`src/rtl/femrm_pkg.sv`:
```
// package: constants for the flash emulation ram remap block
package femrm_pkg;
   // address widths and ram depth in words
   localparam int ADDR_W        = 32;
   localparam int RAM_AW        = 16;
   localparam int RAM_WORDS     = 16;
   // bank fields
   localparam int LARGE_COUNT   = 4;
   localparam int SMALL_COUNT   = 2;
   localparam int LARGE_FIELD_W = 7;
   localparam int SMALL_FIELD_W = 8;
   localparam int LARGE_LO      = 12;
   localparam int LARGE_HI      = 18;
   localparam int SMALL_LO      = 12;
   localparam int SMALL_HI      = 19;
   localparam int LARGE_OFS_W   = 13;
   localparam int SMALL_OFS_W   = 12;
   // internal ram window
   localparam logic [31:0] RAM_FIRST   = 32'h0080_4000;
   localparam logic [31:0] RAM_LAST    = 32'h0080_dfff;
   localparam logic [31:0] SMALL_BASE  = 32'h0080_c000;
   localparam logic [31:0] LARGE_SPAN  = 32'h0000_2000;
   localparam logic [31:0] SMALL_SPAN  = 32'h0000_1000;
   // flash array address range
   localparam logic [31:0] FLASH_LAST  = 32'h000f_ffff;
   // reset values
   localparam logic [7:0]  FIELD_RESET = 8'h00;
   localparam logic        BIT_RESET   = 1'b0;
   // access path
   typedef enum logic [1:0]
   {
      FEMRM_PATH_NONE  = 2'b00,
      FEMRM_PATH_RAM   = 2'b01,
      FEMRM_PATH_REMAP = 2'b11,
      FEMRM_PATH_FLASH = 2'b10
   } femrm_path_t;
endpackage

```
`src/rtl/femrm_ram.sv`:
```
// file: small internal ram model with registered read data
`timescale 1ns/1ps
module femrm_ram
(
   // clock and reset
   input  wire logic                            clock,
   input  wire logic                            rst,
   // access port
   input  wire logic                            req,
   input  wire logic                            we,
   input  wire logic [femrm_pkg::RAM_AW-1:0]    addr,
   input  wire logic [31:0]                     wdata,
   output logic      [31:0]                     rdata
);
   logic [31:0] mem [femrm_pkg::RAM_WORDS];
   logic [31:0] next_rdata;
   logic [3:0]  idx;

   // ---------------------------------------------
   // storage
   // ---------------------------------------------
   assign idx = addr[5:2];

   always_comb
   begin
      next_rdata = rdata;
      if (req && !we)
      begin
         next_rdata = mem[idx];
      end
   end

   always_ff @(posedge clock)
   begin
      if (req && we)
      begin
         mem[idx] <= wdata;
      end
   end

   always_ff @(posedge clock)
   begin
      if (rst)
      begin
         rdata <= 32'h0000_0000;
      end
      else
      begin
         rdata <= next_rdata;
      end
   end
endmodule

```
`src/rtl/femrm_top.sv`:
```
// file: flash emulation address remap in front of internal ram
`timescale 1ns/1ps
module femrm_top
(
   // clock and reset
   input  wire logic                                   clock,
   input  wire logic                                   rst,
   // control bits
   input  wire logic                                   emulation_mode_bit,
   input  wire logic [femrm_pkg::LARGE_COUNT-1:0]      large_bank_enables,
   input  wire logic [femrm_pkg::SMALL_COUNT-1:0]      small_bank_enables,
   input  wire logic [femrm_pkg::LARGE_COUNT*7-1:0]    large_bank_addr_field,
   input  wire logic [femrm_pkg::SMALL_COUNT*8-1:0]    small_bank_addr_field,
   // cpu access
   input  wire logic                                   cpu_req,
   input  wire logic                                   cpu_we,
   input  wire logic [31:0]                            cpu_addr,
   input  wire logic [31:0]                            cpu_wdata,
   output logic      [31:0]                            cpu_rdata,
   // flash side
   output logic                                        flash_req,
   // status
   output logic                                        remap_hit,
   output logic      [2:0]                             remap_source,
   output logic      [femrm_pkg::RAM_AW-1:0]           ram_addr
);
   localparam int NB = femrm_pkg::LARGE_COUNT + femrm_pkg::SMALL_COUNT;

   logic [NB-1:0]               match;
   logic [31:0]                 base [NB];
   logic [31:0]                 phys;
   logic                        own_ram;
   logic                        is_flash;
   logic                        hit;
   logic [2:0]                  src;
   logic                        ram_req;
   logic [femrm_pkg::RAM_AW-1:0] ram_a;
   femrm_pkg::femrm_path_t      path;
   femrm_pkg::femrm_path_t      next_path;
   logic [2:0]                  next_src;
   logic [femrm_pkg::RAM_AW-1:0] next_ram_addr;
   logic [31:0]                 ram_ofs;

   // ---------------------------------------------
   // per-bank compare
   // ---------------------------------------------
   assign is_flash = cpu_addr <= femrm_pkg::FLASH_LAST;

   for (genvar i = 0; i < NB; i++)
   begin : g_bank
      if (i < femrm_pkg::LARGE_COUNT)
      begin : g_large
         assign match[i] = emulation_mode_bit && large_bank_enables[i]
            && is_flash
            && cpu_addr[femrm_pkg::LARGE_HI:femrm_pkg::LARGE_LO]
               == large_bank_addr_field[i*7 +: 7];
         assign base[i] = femrm_pkg::RAM_FIRST
            + femrm_pkg::LARGE_SPAN * i;
      end
      else
      begin : g_small
         assign match[i] = emulation_mode_bit
            && small_bank_enables[i-femrm_pkg::LARGE_COUNT]
            && is_flash
            && cpu_addr[femrm_pkg::SMALL_HI:femrm_pkg::SMALL_LO]
               == small_bank_addr_field[(i-femrm_pkg::LARGE_COUNT)*8 +: 8];
         assign base[i] = femrm_pkg::SMALL_BASE
            + femrm_pkg::SMALL_SPAN * (i - femrm_pkg::LARGE_COUNT);
      end
   end

   // ---------------------------------------------
   // priority and address forming
   // ---------------------------------------------
   always_comb
   begin
      hit  = 1'b0;
      src  = 3'h0;
      phys = cpu_addr;
      for (int k = NB - 1; k >= 0; k--)
      begin
         if (match[k])
         begin
            hit = 1'b1;
            src = k[2:0];
            if (k < femrm_pkg::LARGE_COUNT)
            begin
               phys = base[k]
                  | {19'h0, cpu_addr[femrm_pkg::LARGE_OFS_W-1:0]};
            end
            else
            begin
               phys = base[k]
                  | {20'h0, cpu_addr[femrm_pkg::SMALL_OFS_W-1:0]};
            end
         end
      end
   end

   assign own_ram = cpu_addr >= femrm_pkg::RAM_FIRST
      && cpu_addr <= femrm_pkg::RAM_LAST;
   assign ram_ofs = phys - femrm_pkg::RAM_FIRST;
   assign ram_a   = ram_ofs[femrm_pkg::RAM_AW-1:0];
   assign ram_req = cpu_req && (hit || own_ram);

   // ---------------------------------------------
   // access path and status registers
   // ---------------------------------------------
   always_comb
   begin
      next_path     = femrm_pkg::FEMRM_PATH_NONE;
      next_src      = remap_source;
      next_ram_addr = ram_addr;
      if (cpu_req)
      begin
         if (hit)
         begin
            next_path     = femrm_pkg::FEMRM_PATH_REMAP;
            next_src      = src;
            next_ram_addr = ram_a;
         end
         else if (own_ram)
         begin
            next_path     = femrm_pkg::FEMRM_PATH_RAM;
            next_ram_addr = ram_a;
         end
         else if (is_flash)
         begin
            next_path = femrm_pkg::FEMRM_PATH_FLASH;
         end
      end
   end

   always_ff @(posedge clock)
   begin
      if (rst)
      begin
         path         <= femrm_pkg::FEMRM_PATH_NONE;
         remap_source <= 3'h0;
         ram_addr     <= 16'h0000;
      end
      else
      begin
         path         <= next_path;
         remap_source <= next_src;
         ram_addr     <= next_ram_addr;
      end
   end

   // status pulses decode the registered path
   assign remap_hit = path == femrm_pkg::FEMRM_PATH_REMAP;
   assign flash_req = path == femrm_pkg::FEMRM_PATH_FLASH;

   // ---------------------------------------------
   // ram
   // ---------------------------------------------
   femrm_ram u_ram
   (
      .clock (clock),
      .rst   (rst),
      .req   (ram_req),
      .we    (cpu_we),
      .addr  (ram_a),
      .wdata (cpu_wdata),
      .rdata (cpu_rdata)
   );

   // ---------------------------------------------
   // checks
   // ---------------------------------------------
   a_no_remap_off: assert property (@(posedge clock)
      disable iff (rst) !emulation_mode_bit |=> !remap_hit)
      else $error("remap while emulation off");
   a_enable_needed: assert property (@(posedge clock)
      disable iff (rst)
      (cpu_req && large_bank_enables == 4'h0
       && small_bank_enables == 2'h0) |=> !remap_hit)
      else $error("remap without bank enable");
   a_large0_wins: assert property (@(posedge clock)
      disable iff (rst)
      (cpu_req && match[0]) |=> remap_hit && remap_source == 3'h0)
      else $error("large bank 0 lost priority");
   a_large0_addr: assert property (@(posedge clock)
      disable iff (rst)
      (cpu_req && match[0])
      |=> ram_addr == {3'h0, $past(cpu_addr[12:0])})
      else $error("large bank 0 address wrong");
   a_small0_addr: assert property (@(posedge clock)
      disable iff (rst)
      (cpu_req && match[4] && match[3:0] == 4'h0)
      |=> ram_addr == {4'h8, $past(cpu_addr[11:0])})
      else $error("small bank 0 address wrong");
   a_own_ram: assert property (@(posedge clock)
      disable iff (rst)
      (cpu_req && own_ram) |=> !flash_req)
      else $error("own ram access sent to flash");
   a_flash_pass: assert property (@(posedge clock)
      disable iff (rst)
      (cpu_req && is_flash && !hit) |=> flash_req && !remap_hit)
      else $error("plain flash access lost");
   a_large_field: assert property (@(posedge clock)
      disable iff (rst)
      (cpu_req && emulation_mode_bit && large_bank_enables[1]
       && !large_bank_enables[0] && cpu_addr[31:20] == 12'h000
       && cpu_addr[18:12] == large_bank_addr_field[13:7])
      |=> remap_hit && remap_source == 3'h1)
      else $error("large compare wrong");
   a_small_field: assert property (@(posedge clock)
      disable iff (rst)
      (cpu_req && emulation_mode_bit && small_bank_enables[1]
       && !small_bank_enables[0] && large_bank_enables == 4'h0
       && cpu_addr[31:20] == 12'h000
       && cpu_addr[19:12] == small_bank_addr_field[15:8])
      |=> remap_hit && remap_source == 3'h5)
      else $error("small compare wrong");
   c_remap: cover property (@(posedge clock) cpu_req && hit);
   c_overlap: cover property (@(posedge clock) cpu_req && match[0] && match[1]);
   c_small: cover property (@(posedge clock) cpu_req && match[5]);
   c_own: cover property (@(posedge clock) cpu_req && own_ram);
endmodule

```
`config.mk`:
```
export PLATFORM = sky130hd
export DESIGN_NAME = femrm_top
export DESIGN_NICKNAME = d
export VERILOG_FILES = /design/src/rtl/femrm_pkg.sv /design/src/rtl/femrm_ram.sv /design/src/rtl/femrm_top.sv
export SDC_FILE = /design/constraint.sdc
export NUM_CORES = 1
export LEC_CHECK = 0
export ABC_AREA = 1
export BUFFER_PORTS_ARGS = -buffer_cell sky130_fd_sc_hd__clkbuf_2
export CAP_MARGIN = 20
export CORE_ASPECT_RATIO = 0.7
export CORE_MARGIN = 2
export CORE_UTILIZATION = 35
export CTS_CLUSTER_DIAMETER = 100
export CTS_CLUSTER_SIZE = 14
export DETAILED_ROUTE_END_ITERATION = 16
export GPL_TIMING_DRIVEN = 0
export HOLD_SLACK_MARGIN = 0.08
export SLEW_MARGIN = 20
export SYNTH_ARGS = -nofsm -noshare
export SYNTH_HDL_FRONTEND = slang
export SYNTH_SLANG_ARGS = --single-unit
```
`constraint.sdc`:
```
create_clock -name clock -period 5.07 [get_ports clock]
set_clock_uncertainty 0.1 [all_clocks]
set_input_delay 0.7605 -clock clock [delete_from_list [all_inputs] [get_ports clock]]
set_output_delay 0.7605 -clock clock [all_outputs]
set_load 0.01 [all_outputs]
```
==> run metrics <==
status=complete, no violations; post-route minimum period=3984 ps; register clock-pin slew on the reported worst setup and hold paths=~70 ps; number of vias in the routed layout=15,790; Util after Layout=between 40% and 50%; placed cell count=slightly below 3,000; core region area=approximately 65,000 sq um; crit path kind=input pin to flip-flop; xor and xnor area share after synthesis=less than 1%; CTS HTree Levels=2; adder-cell share of the synthesized area=0%; non-filler cells, final=about 3,000; met3 usage=under 10%; Slew @ Worst Pin=1179 ps; # nets final=about 2,200; IO Port Bufs=between 150 and 200; grt met2 use=around 30%; f_max=251.0 MHz; CP Max Fanout=17; endpoints failing setup=0; vias in the first global route=between 15,000 and 20,000; flop2flop setup slack=roughly 3100 ps; Starting Density=a little over a third; Post-CTS Hold Buffers=0; Setup Buffers After CTS=0; crit end category=flip-flop; vias per cell=5.239; HP Class=input pin to flip-flop; Ant. Diodes=0; Lkg Pwr=approximately 9.7 nW; Yosys cell types=32; TritonCTS clock tree=yes; Slew Limit Fails=0; Syn Area/Cell=12.23 sq um; top-level port count=172; crit start category=input pin; RSZ-0062 raised after global routing=false; Net Count, Synth=1,984; # DRC=0; num rows=78; first-pass GRT wire length=approximately 100,000 um; synthesis-to-finish area growth=16.66%; Die W=about 300 um; Max-Cap Viols=0; final worst path period share=between 70% and 80%; Worst-Skew Late Latency=about 590 ps; die area=around 67,000 sq um; total CTS buffers=46; Final Hold Viols=0; Starting DRT DRC Count=between 2,000 and 2,500; HPWL after DPL=around 47,000 um; multiplexer share of the synthesized area=0%; Post-CTS Resized=0; synthesized area=approximately 23,000 sq um; largest family of logic cells by synthesized area=simple AND/OR/NAND/NOR gates; VDD IR max=~0.22 mV; first drt pass iteration count=6; cell count after synthesis=about 1,900; final instance area=26,600 sq um; Layout fillers=between 6,000 and 7,000; commonest non-fill, non-tap cell in the layout=edfxtp_1; most frequent cells in the layout=edfxtp_1, nand2_1, a22oi_1; routed len/inst=around 23 um; total power divided by cell area=about 340 nW/um^2; Clock Tree Buf Depth=3; worst hold margin=roughly 280 ps; Antenna Violating Nets Remaining=0; Area after DPL=approximately 25,000 sq um; sequential cell area fraction in the yosys report=between 70% and 80%; Synth Area in Compound Gates=approximately a tenth; largest net degree at the start of global routing=19; share of layout cells above drive strength 1=14.20%; initial antenna violation count=0; busiest grt layer=met1; GR Util met1=between 20% and 30%; GPL Wtd Cong=~0.84; drt total wl=around 70,000 um; clk root buf=clkbuf_16; CP arrival=slightly above 4000 ps; Synth Area in Simple Gates=~14%; CTS Sinks=~570; synth warn=0; Die H=about 220 um; Synth Register Bits=565; Slew HR=between 20% and 30%; global-route usage over all layers=just over 20%; critical path required time=between 5000 and 6000 ps; Overflow after GRT=0
==> per-stage QoR <==
| step | power, mW | TNS (ps) | worst slack [ps] |
|---|---|---|---|
| final | 9.028 | 0 | 1086 |
| after global routing | 9.290 | 0 | 1092 |
| after CTS | 9.045 | 0 | 1245 |
| after detailed placement | 5.752 | 0 | 656.3 |
| after global placement | 5.735 | -626420 | -1538 |
| after floorplan | 5.460 | 0 | 1190 |
==> critical path: stages <==
cell	delay [ps]
clkbuf_2	120
inv_1	60
nor2_1	430
buf_2	410
buf_1	850
inv_1	440
nor2_4	770
buf_12	280
==> flip-flops by register name, indices dropped and copies added (netlist names) <==
register,flops
ram_addr,16
remap_source,3
path,2
u_ram.rdata,32
u_ram.mem,512
==> Yosys cell counts, drive strengths merged <==
| master | instances | share of area, % |
|---|---|---|
| nand2 | 439 | 7.3 |
| nand3 | 70 | 1.6 |
| a22oi | 256 | 8.4 |
| xnor2 | 7 | 0.27 |
| inv | 143 | 2.4 |
| nand4 | 37 | 1.0 |
| a21boi | 16 | 0.53 |
| and3 | 1 | 0.027 |
| buf | 42 | 1.0 |
| and2 | 1 | 0.027 |
| clkbuf | 54 | 0.89 |
| dfxtp | 53 | 4.7 |
| o21ai | 12 | 0.26 |
| nor3 | 5 | 0.11 |
| a21oi | 25 | 0.55 |
| o22ai | 1 | 0.027 |
| edfxtp | 512 | 67 |
| clkinv | 3 | 0.049 |
| nor4 | 3 | 0.082 |
| nor2 | 171 | 2.9 |
| xor2 | 1 | 0.038 |
| nand3b | 13 | 0.43 |
==> report_power, final <==
part,switching (mW),internal (mW),total (mW)
Sequential,0.00000317,5.07,5.07
Combinational,0.440,0.160,0.600
Clock,1.64,1.73,3.36
==> layer usage <==
metal / share of wire [%] / vias up
met5: 0.14 / -
met4: 1.8 / 2
met3: 13 / 105
met2: 41 / 896
met1: 43 / 7632
li1: - / 7155
==> cells by family after synthesis <==
kind of cell | after synthesis
simple gates | 740
flops | 565
compound gates | 310
buf+inv | 242
xor+xnor | 8
==> path summary, 6_finish.rpt <==
kind,from,to,cells past startpoint
worst max-delay path,cpu_addr[3],u_ram.mem[2][23],8
worst min-delay path,rst,remap_source[1],2
worst max register to register,u_ram.mem[7][0],u_ram.rdata[0],8
worst min register to register,ram_addr[7],ram_addr[7],2
==> layout make-up <==
type	count	area, sq um	area share [%]
inverters	146	550.5	2.069
well taps	880	1101	4.139
flip-flops and latches	565	16440	61.78
repair buffers	183	1246	4.684
clock buffers	82	1286	4.835
multi-input cells	1058	5504	20.69
plain buffers	96	434.2	1.632
clock inverters	4	45.04	0.1693
Power figures use the tool's default switching activity.
